==> src/design/arf_pkg.sv <==
package arf_pkg;

   // register offsets on the plain register port
   localparam logic [2:0] OFS_CONTROL   = 3'h0;
   localparam logic [2:0] OFS_CONFIG    = 3'h1;
   localparam logic [2:0] OFS_RES_HIGH  = 3'h2;
   localparam logic [2:0] OFS_RES_LOW   = 3'h3;
   localparam logic [2:0] OFS_IRQ_STAT  = 3'h4;
   localparam logic [2:0] OFS_IRQ_MASK  = 3'h5;

   // conversion_control fields
   localparam int          POS_ENABLE    = 0;
   localparam int          POS_BUSY      = 1;
   localparam int          POS_CHAN_LSB  = 2;
   localparam logic [7:0]  CONTROL_WMASK = 8'h7f;
   localparam logic [7:0]  CONTROL_RST   = 8'h00;

   // conversion_config fields
   localparam int          POS_FORMAT    = 7;
   localparam logic [7:0]  CONFIG_WMASK  = 8'hf7;
   localparam logic [7:0]  CONFIG_RST    = 8'h00;

   // interrupt status bit layout
   localparam int          POS_IRQ_DONE  = 0;
   localparam logic [7:0]  IRQ_WMASK     = 8'h01;
   localparam logic [7:0]  IRQ_RST       = 8'h00;

   localparam int          CODE_WIDTH    = 10;
   localparam int          CODE_STEPS    = 1024;

   // conversion time: printed in ns, converted to cycles
   localparam int          CLK_PERIOD_NS = 100;
   localparam int          CONV_TIME_NS  = 2200;
   localparam int          CONV_CYCLES   =
      (CONV_TIME_NS + CLK_PERIOD_NS - 1) / CLK_PERIOD_NS;
   localparam logic [4:0]  CONV_LAST     = 5'(CONV_CYCLES - 1);

   typedef enum logic [0:0] {
      ARF_IDLE = 1'b0,
      ARF_CONV = 1'b1
   } arf_state_t;

   typedef struct packed {
      logic [2:0] addr;
      logic [7:0] wdata;
      logic       wr;
      logic       rd;
   } arf_bus_t;

   typedef struct packed {
      arf_state_t state;
      logic [4:0] count;
      logic [7:0] control;
      logic [7:0] config_r;
      logic [7:0] res_high;
      logic [7:0] res_low;
      logic [7:0] irq_stat;
      logic [7:0] irq_mask;
      logic [7:0] rdata;
   } arf_regs_t;

endpackage

==> src/design/arf_result_formatter.sv <==
// Added by the designer: the address map and strobed register access.
`timescale 1ns/1ps
// Overview of operation
// RULE_01: left format: code 9..2 fill high register
// RULE_02: left format: code 1..0 in low bits 7..6
// RULE_03: right format: code 9..8 in high bits 1..0
// RULE_04: right format: code 7..0 fill low register
// RULE_05: result registers writable; kept over soft reset
// RULE_06: code is 10-bit unsigned, 1024 steps
// RULE_07: software waits acquisition time after channel change
// RULE_08: unused result bits forced zero on load
// RULE_09: busy flag starts conversion, hardware clears it
// RULE_10: both results load as busy clears; an abort or a refused start clears busy without loading them
module arf_result_formatter
   import arf_pkg::*;
(
   // clock and reset
   input  wire logic              i_clk,
   input  wire logic              i_rst,
   input  wire logic              i_soft_rst,
   // register port
   input  wire arf_bus_t          i_bus,
   output logic      [7:0]        o_rdata,
   // converter core
   input  wire logic [CODE_WIDTH-1:0] i_code,
   output logic                   o_enable,
   output logic      [4:0]        o_channel,
   output logic                   o_sampling,
   // interrupt
   output logic                   o_irq
);

   arf_regs_t q;
   arf_regs_t next_q;
   logic      done;
   logic [7:0] next_high;
   logic [7:0] next_low;
   logic [7:0] clr_mask;

   always_comb begin
      next_q   = q;
      done     = 1'b0;
      clr_mask = 8'h00;
      // code held as 10-bit unsigned, 0 .. CODE_STEPS-1
      if (q.config_r[POS_FORMAT]) begin // RULE_06
         next_high = {6'h00, i_code[9:8]}; // RULE_03 RULE_08
         next_low  = i_code[7:0]; // RULE_04
      end else begin
         next_high = i_code[9:2]; // RULE_01
         next_low  = {i_code[1:0], 6'h00}; // RULE_02 RULE_08
      end

      // register writes
      if (i_bus.wr) begin
         case (i_bus.addr)
            OFS_CONTROL:  next_q.control  = i_bus.wdata & CONTROL_WMASK;
            OFS_CONFIG:   next_q.config_r = i_bus.wdata & CONFIG_WMASK;
            OFS_RES_HIGH: next_q.res_high = i_bus.wdata; // RULE_05
            OFS_RES_LOW:  next_q.res_low  = i_bus.wdata; // RULE_05
            OFS_IRQ_MASK: next_q.irq_mask = i_bus.wdata & IRQ_WMASK;
            default: ;
         endcase
      end

      // conversion sequencer
      case (q.state)
         ARF_IDLE: begin
            next_q.count = 5'h00;
            if (next_q.control[POS_BUSY]) begin // RULE_09
               if (next_q.control[POS_ENABLE]) begin
                  next_q.state = ARF_CONV;
               end else begin
                  next_q.control[POS_BUSY] = 1'b0;
               end
            end
         end
         ARF_CONV: begin
            if (!next_q.control[POS_BUSY] ||
                !next_q.control[POS_ENABLE]) begin
               // aborted: result left untouched
               next_q.state = ARF_IDLE;
               next_q.control[POS_BUSY] = 1'b0;
            end else if (q.count == CONV_LAST) begin
               done = 1'b1;
               next_q.state = ARF_IDLE;
               next_q.control[POS_BUSY] = 1'b0; // RULE_09 RULE_10
               next_q.res_high = next_high; // RULE_10
               next_q.res_low  = next_low; // RULE_10
            end else begin
               next_q.count = q.count + 5'h01;
            end
         end
         default: next_q.state = ARF_IDLE;
      endcase

      // read data one cycle later; status cleared by its read
      next_q.rdata = 8'h00;
      if (i_bus.rd) begin
         case (i_bus.addr)
            OFS_CONTROL:  next_q.rdata = q.control;
            OFS_CONFIG:   next_q.rdata = q.config_r;
            OFS_RES_HIGH: next_q.rdata = q.res_high;
            OFS_RES_LOW:  next_q.rdata = q.res_low;
            OFS_IRQ_STAT: begin
               next_q.rdata = q.irq_stat;
               clr_mask     = q.irq_stat;
            end
            OFS_IRQ_MASK: next_q.rdata = q.irq_mask;
            default:      next_q.rdata = 8'h00;
         endcase
      end
      // set wins over read clear
      next_q.irq_stat = (q.irq_stat & ~clr_mask) |
                        ({7'h00, done} << POS_IRQ_DONE);

      // soft reset: control state cleared, results kept
      if (i_soft_rst) begin
         next_q.state    = ARF_IDLE;
         next_q.count    = 5'h00;
         next_q.control  = CONTROL_RST;
         next_q.config_r = CONFIG_RST;
         next_q.irq_stat = IRQ_RST;
         next_q.irq_mask = IRQ_RST;
         next_q.res_high = q.res_high; // RULE_05
         next_q.res_low  = q.res_low; // RULE_05
      end
   end

   always_ff @(posedge i_clk or posedge i_rst) begin
      if (i_rst) begin
         q <= '{state: ARF_IDLE, count: 5'h00, control: CONTROL_RST,
                config_r: CONFIG_RST, res_high: 8'h00, res_low: 8'h00,
                irq_stat: IRQ_RST, irq_mask: IRQ_RST, rdata: 8'h00};
      end else begin
         q <= next_q;
      end
   end

   // acquisition wait after channel change is up to software
   assign o_channel  = q.control[6:POS_CHAN_LSB]; // RULE_07
   assign o_enable   = q.control[POS_ENABLE];
   assign o_sampling = q.control[POS_ENABLE] && (q.state == ARF_IDLE);
   assign o_rdata    = q.rdata;
   assign o_irq      = |(q.irq_stat & q.irq_mask);

endmodule

==> config.mk <==
export PLATFORM = sky130hd
export DESIGN_NAME = arf_result_formatter
export DESIGN_NICKNAME = d
export VERILOG_FILES = /design/src/design/arf_pkg.sv /design/src/design/arf_result_formatter.sv
export SDC_FILE = /design/constraint.sdc
export NUM_CORES = 1
export LEC_CHECK = 0
export BUFFER_PORTS_ARGS = -buffer_cell sky130_fd_sc_hd__buf_2
export CORE_AREA = 2 2 87 89
export DETAILED_ROUTE_END_ITERATION = 7
export DIE_AREA = 0 0 89 91
export PLACE_DENSITY = 0.62
export SLEW_MARGIN = 0
export SYNTH_ARGS = -nofsm -noshare
export SYNTH_HDL_FRONTEND = slang
export SYNTH_SLANG_ARGS = --single-unit
==> constraint.sdc <==
create_clock -name i_clk -period 2.3 [get_ports i_clk]
set_input_delay 0.345 -clock i_clk [delete_from_list [all_inputs] [get_ports i_clk]]
set_output_delay 0.345 -clock i_clk [all_outputs]
set_load 0.005 [all_outputs]
[Yosys cells after proc, flatten, opt, wreduce, memory -nomap -nowiden]
Index checks and enable logic that the tools add are counted.
Storage, ports and cells
  register bits after elaboration: 62
  bits of input ports: 26
  output and inout bits: 16
  logic and storage cells: 68
Operators by class
  $add $sub $neg: 1
  eq/ne operators: 8
  multiplexer cells: 30
  bitwise gates (word level): 5
  reduce and logical (&&, ||, !) cells: 14
Operators with widths (count)
  2-to-1 mux 8 bit: 11
  2-to-1 mux 54 bit: 1
  2-to-1 mux 16 bit: 3
  case mux 8 bit (6 select lines): 1
  2-to-1 mux 32 bit: 1
  bitwise AND 8 bit: 2
  case mux 6 bit (2 select lines): 1
  2-to-1 mux 5 bit: 2
  2-to-1 mux 1 bit: 9
  inverter 8 bit: 1
  bitwise OR 8 x 1 -> 8 bit: 1
  AND reduction 2 bit: 4
  nonzero test 2 bit: 4
  OR reduction 8 bit: 1
  == test 3 x 2 -> 1 bit, second input constant: 2
  == test 3 bit, second input constant: 2
  != test 3 bit, second input constant: 2
  adder 5 x 1 -> 5 bit, second input constant: 1
  == test 5 bit, second input constant: 1
  == test 3 x 1 -> 1 bit, second input constant: 1
  zero test 3 bit: 1
  zero test 1 bit: 2
  case mux 1 bit (2 select lines): 1
  logical AND 1 bit: 1
  2 further kinds: 2

[Depth between registers and ports, before layout]
  depth in word-level cells: 9
  depth in mapped cells: 9

[Worst setup path after synthesis]
OpenSTA, ideal clock, no wires.
  path kind: input to register
  from: input i_bus[11] in the netlist's numbering
  to: register q[31] in the netlist's numbering
  arrival: 2165 ps
  required time: 2177 ps
  path slack: 12 ps
  cell stages on the path: 7
  path buffers: 3
  cells stage by stage: buf_6 -> nor4b_4 -> mux2_4 -> or3_4 -> buf_8 -> buf_8 -> o221a_1
On the way
  word-level cells in the longest chain between the ends: 7
RTL lines
  start, declared: RTL line arf_result_formatter.sv:22  | input wire arf_bus_t i_bus,
  zero test 3 bit: RTL line arf_result_formatter.sv:55  | case (i_bus.addr)
  2-to-1 mux 8 bit: RTL line arf_result_formatter.sv:55
  2-to-1 mux 32 bit *: RTL line arf_result_formatter.sv:54  | if (i_bus.wr) begin
  zero test 1 bit (on tied branches): RTL line arf_result_formatter.sv:78, arf_result_formatter.sv:79
  logical OR 1 bit: RTL line arf_result_formatter.sv:78  | if (!next_q.control[POS_BUSY] ||
  2-to-1 mux 16 bit: RTL line arf_result_formatter.sv:78
  2-to-1 mux 16 bit *: RTL line arf_result_formatter.sv:66  | case (q.state)
  end signal, assigned: RTL line arf_result_formatter.sv:131  | q <= '{state: ARF_IDLE, count: 5'h00, control: CONTROL_RST,
  end signal, assigned: RTL line arf_result_formatter.sv:135  | q <= next_q;
  end, declared: RTL line arf_result_formatter.sv:33  | arf_regs_t q;
Every way passes the cells marked *; elsewhere a longest branch is shown, timed or not. The select of a mux whose other input is x is not followed.
A chain may end at the register's enable or synchronous reset.

[Worst setup path after layout]
  from: register q[57] in the netlist's numbering
  to: register q[39] in the netlist's numbering
On the way
  word-level cells in the longest chain between the ends: 4
RTL lines
  == test 5 bit: RTL line arf_result_formatter.sv:83  | end else if (q.count == CONV_LAST) begin
  2-to-1 mux 16 bit: RTL line arf_result_formatter.sv:83
  2-to-1 mux 16 bit: RTL line arf_result_formatter.sv:78
  2-to-1 mux 16 bit: RTL line arf_result_formatter.sv:66
Every way passes these cells.

==> impl_metrics.xml <==
<?xml version="1.0" encoding="UTF-8"?>
<metrics>
  <group name="outcome">
    <metric name="status" unit="">finished, final reports clean</metric>
  </group>
  <group name="floorplan">
    <metric name="fp.dieArea" unit="mm^2">0.008099</metric>
    <metric name="floorplan.core_area" unit="mm^2">0.007137</metric>
    <metric name="fp.dieH" unit="um">91</metric>
    <metric name="placementRows" unit="">31</metric>
    <metric name="initial_utilization" unit="%">41.27</metric>
    <metric name="chipWidth" unit="um">89</metric>
    <metric name="num_io_pins" unit="">42</metric>
  </group>
  <group name="sta">
    <metric name="finalSetupViolations" unit="">0</metric>
    <metric name="max_freq" unit="MHz">510.0</metric>
    <metric name="period_needed" unit="ns">1.961</metric>
    <metric name="grt_setup_unrepaired" unit="">false</metric>
    <metric name="fin_skew" unit="ns">0.005506</metric>
    <metric name="final_layout_setup_total_negative_slack" unit="ns">0</metric>
    <metric name="worst_pin_slew" unit="ns">0.6672</metric>
    <metric name="final-max-slew-violation-count" unit="">0</metric>
    <metric name="slew-limit-headroom" unit="%">55.52</metric>
    <metric name="timing_hold_violations_final" unit="">0</metric>
    <metric name="post-route-period-util" unit="%">85.26</metric>
  </group>
  <group name="yosys">
    <metric name="syn-mean-instance-area" unit="um^2">10.44</metric>
    <metric name="synth_largest_type_area_fraction" unit="%">45.03</metric>
    <metric name="synthTopCellsByCount" unit="">sky130_fd_sc_hd__dfrtp_1, sky130_fd_sc_hd__mux2i_1, sky130_fd_sc_hd__o21ai_0, sky130_fd_sc_hd__nor2_1</metric>
    <metric name="syn_area" unit="mm^2">0.002945</metric>
    <metric name="synthesis.nets" unit="">310</metric>
    <metric name="synth_area_leaders" unit="">sky130_fd_sc_hd__dfrtp_1, sky130_fd_sc_hd__mux2i_1, sky130_fd_sc_hd__o21ai_0</metric>
    <metric name="synth_ff_type" unit="">sky130_fd_sc_hd__dfrtp_1</metric>
    <metric name="synth-seq-area-share" unit="%">45.03</metric>
    <metric name="synth_most_common_cell" unit="">sky130_fd_sc_hd__dfrtp_1</metric>
    <metric name="syn-instance-count" unit="">282</metric>
    <metric name="synth_enable_flop_cells" unit="">0</metric>
    <metric name="synthesis.yosys.warnings" unit="">0</metric>
    <metric name="post_synthesis_sequential_element_count" unit="">53</metric>
    <metric name="post_synth_num_cell_types" unit="">48</metric>
    <metric name="async_reset_ff_share" unit="%">100.0</metric>
    <metric name="yosysTopAreaCell" unit="">sky130_fd_sc_hd__dfrtp_1</metric>
  </group>
  <group name="finish">
    <metric name="antenna_cells_inserted" unit="">0</metric>
    <metric name="num-fill-cells" unit="">722</metric>
    <metric name="finalNetCount" unit="">336</metric>
    <metric name="final-seq-area" unit="mm^2">0.001326</metric>
    <metric name="synthToLayoutAreaGrowth" unit="%">10.32</metric>
    <metric name="utilization" unit="%">45.53</metric>
    <metric name="multi_input_comb_area" unit="mm^2">0.001381</metric>
    <metric name="drive_gt1_share" unit="%">26.86</metric>
  </group>
  <group name="critical_path">
    <metric name="worstPathMaxFanout" unit="">17</metric>
    <metric name="required" unit="ns">2.50</metric>
    <metric name="crit_type" unit="">flop to flop</metric>
    <metric name="worst_setup_path_start_kind" unit="">flop</metric>
    <metric name="end_kind" unit="">flop</metric>
    <metric name="worst-endpoint-arrival" unit="ns">2.16</metric>
  </group>
  <group name="cts">
    <metric name="worst_skew_late_latency" unit="ns">0.31</metric>
    <metric name="cts_setup_buffers" unit="">0</metric>
    <metric name="ctsResizeCount" unit="">0</metric>
    <metric name="cts-hold-fix-buffers" unit="">0</metric>
    <metric name="cts-root-buf" unit="">sky130_fd_sc_hd__clkbuf_8</metric>
    <metric name="cts_buffers" unit="">5</metric>
    <metric name="cts_num_sinks" unit="">53</metric>
    <metric name="cts_max_path_buffers" unit="">2</metric>
    <metric name="cts.reportedPaths.clkPinSlew" unit="ns">0.10</metric>
    <metric name="tritoncts" unit="">built</metric>
    <metric name="cts-htree-levels" unit="">2</metric>
  </group>
  <group name="route">
    <metric name="routedWlPerCell" unit="um">16.65</metric>
    <metric name="firstDrtPassIters" unit="">4</metric>
    <metric name="vias_per_cell" unit="">5.257</metric>
    <metric name="remaining_drc_errors" unit="">0</metric>
    <metric name="drt.antenna.violating_nets" unit="">0</metric>
    <metric name="vias" unit="">2145</metric>
    <metric name="finalWirelength" unit="mm">6.792</metric>
    <metric name="drtIter0Drc" unit="">97</metric>
  </group>
  <group name="power">
    <metric name="power_per_cell_area" unit="mW/mm^2">610.7</metric>
    <metric name="power.static_leakage" unit="nW">1.421</metric>
    <metric name="finalPower" unit="W">0.001984</metric>
    <metric name="worst_ir_drop_vdd" unit="V">0.0003204</metric>
  </group>
  <group name="min_path">
    <metric name="holdCritPathClass" unit="">input pin to asynchronous set/reset pin</metric>
  </group>
  <group name="run">
    <metric name="timing.max_cap.violations" unit="">0</metric>
  </group>
  <group name="global_route">
    <metric name="grt-ovfl-total" unit="">0</metric>
    <metric name="grt_start_max_net_pins" unit="">54</metric>
    <metric name="via_count_of_the_first_global_routing_pass" unit="">2109</metric>
    <metric name="grt_use_total" unit="%">17.55</metric>
    <metric name="grt_antenna_before_repair" unit="">0</metric>
    <metric name="grt_first_pass_wirelength" unit="mm">10.99</metric>
  </group>
  <group name="placement">
    <metric name="gp_congestion" unit="">0.8071</metric>
    <metric name="numPortBuffers" unit="">41</metric>
    <metric name="hpwlAfterDp" unit="mm">4.844</metric>
  </group>
</metrics>
==> critical path: stages, from the launching register on <==
cell and delay (ns):
sky130_fd_sc_hd__dfrtp_1 0.42, sky130_fd_sc_hd__inv_1 0.07, sky130_fd_sc_hd__ha_1 0.13, sky130_fd_sc_hd__and4b_1 0.34, sky130_fd_sc_hd__nand2_1 0.12, sky130_fd_sc_hd__or3_4 0.45, sky130_fd_sc_hd__o221a_2 0.32
==> power breakdown <==
group / total, W / internal [W] / switching (W) / leakage [nW]
clock network: 0.000636 / 0.000327 / 0.000309 / 0.0554
logic: 0.000288 / 0.000151 / 0.000138 / 0.669
registers: 0.00106 / 0.00101 / 0.0000504 / 0.696
==> kinds of logic after synthesis <==
| logic type | after synthesis | synth area share [%] |
|---|---|---|
| AO/OA/AOI/OAI | 62 | 15.85 |
| adder cells (fa/ha/maj) | 2 | 0.8495 |
| buffers and inverters | 38 | 8.071 |
| flip-flops | 53 | 45.03 |
| multiplexers | 31 | 11.68 |
| AND/OR/NAND/NOR | 96 | 18.52 |
==> worst paths after layout <==
| path | endpoint | slack (ns) | cells past startpoint | start |
|---|---|---|---|---|
| setup / recovery | q[39]$_DFFE_PP0N_ | 0.34 | 6 | q[57]$_DFFE_PP0P_ |
| hold / removal | q[17]$_DFF_PP0_ | 0.21 | 3 | i_rst |
| setup reg to reg | q[39]$_DFFE_PP0N_ | 0.34 | 6 | q[57]$_DFFE_PP0P_ |
| hold reg to reg | q[18]$_DFF_PP0_ | 0.49 | 1 | q[18]$_DFF_PP0_ |
| max in group asynchronous | q[36]$_DFFE_PP0N_ | 1.65 | 3 | i_rst |
| min in group i_clk | o_rdata[1]$_DFF_PP0_ | 0.32 | 2 | i_bus[0] |
==> metal layers <==
layer / GRT usage (%) / vias to the layer above / part of all wire [%]
li1: - / 1048 / -
met1: 25.55 / 1037 / 49
met2: 26.49 / 50 / 46
met3: 3.818 / 10 / 4.4
met4: 4.353 / 0 / 1.1
met5: 0 / - / 0
==> cell type report <==
type	instances	share of cell area (%)
Timing Repair Buffer	52	8.856
Multi-Input combinational cell	191	42.51
Inverter	5	0.5776
Sequential cell	53	40.82
Tap cell	99	3.812
Clock inverter	2	1.194
Clock buffer	6	2.233
==> layout by cell type, fill, tap and decap left out, types with 2 or more instances in the layout <==
master / n
sky130_fd_sc_hd__nor2_1: 18
sky130_fd_sc_hd__a21boi_0: 3
sky130_fd_sc_hd__ha_1: 2
sky130_fd_sc_hd__o21ai_0: 20
sky130_fd_sc_hd__nand2_1: 10
sky130_fd_sc_hd__o21a_1: 3
sky130_fd_sc_hd__dfrtp_1: 53
sky130_fd_sc_hd__mux4_2: 2
sky130_fd_sc_hd__a21oi_1: 9
sky130_fd_sc_hd__and3_1: 2
sky130_fd_sc_hd__or3_1: 4
sky130_fd_sc_hd__mux2i_1: 25
sky130_fd_sc_hd__o211ai_1: 2
sky130_fd_sc_hd__o221a_1: 7
sky130_fd_sc_hd__nand3b_1: 2
sky130_fd_sc_hd__clkbuf_8: 5
sky130_fd_sc_hd__o221a_2: 7
sky130_fd_sc_hd__nor3_1: 14
sky130_fd_sc_hd__buf_2: 41
sky130_fd_sc_hd__nand3_1: 5
sky130_fd_sc_hd__inv_1: 4
sky130_fd_sc_hd__mux2_2: 3
sky130_fd_sc_hd__buf_4: 11
sky130_fd_sc_hd__nor3b_1: 2
sky130_fd_sc_hd__nor2b_1: 10
sky130_fd_sc_hd__or2_2: 4
sky130_fd_sc_hd__and2_1: 14
sky130_fd_sc_hd__o221ai_1: 2
sky130_fd_sc_hd__nand2b_1: 5
==> flip-flops by register name, indices dropped and copies added (netlist names) <==
signal and count:
q 39, o_rdata 8, o_channel 5, o_enable 1
==> stage by stage <==
| stage | hold WS (ns) | instance area (um^2) | setup slack [ns] | std cells |
|---|---|---|---|---|
| 2_1_floorplan | 0.4534 | 2945 | 0.01161 | 282 |
| 3_3_place_gp | 0.4736 | 3138 | 0.2670 | 400 |
| 3_5_place_dp | 0.4710 | 3138 | 0.2131 | 400 |
| 4_1_cts | 0.2346 | 3249 | 0.3400 | 408 |
| 5_1_grt | 0.2654 | 3249 | 0.2506 | 408 |
| 6_report | 0.2111 | 3249 | 0.3390 | 408 |
Note: power is estimated with default switching activity, not from simulation.
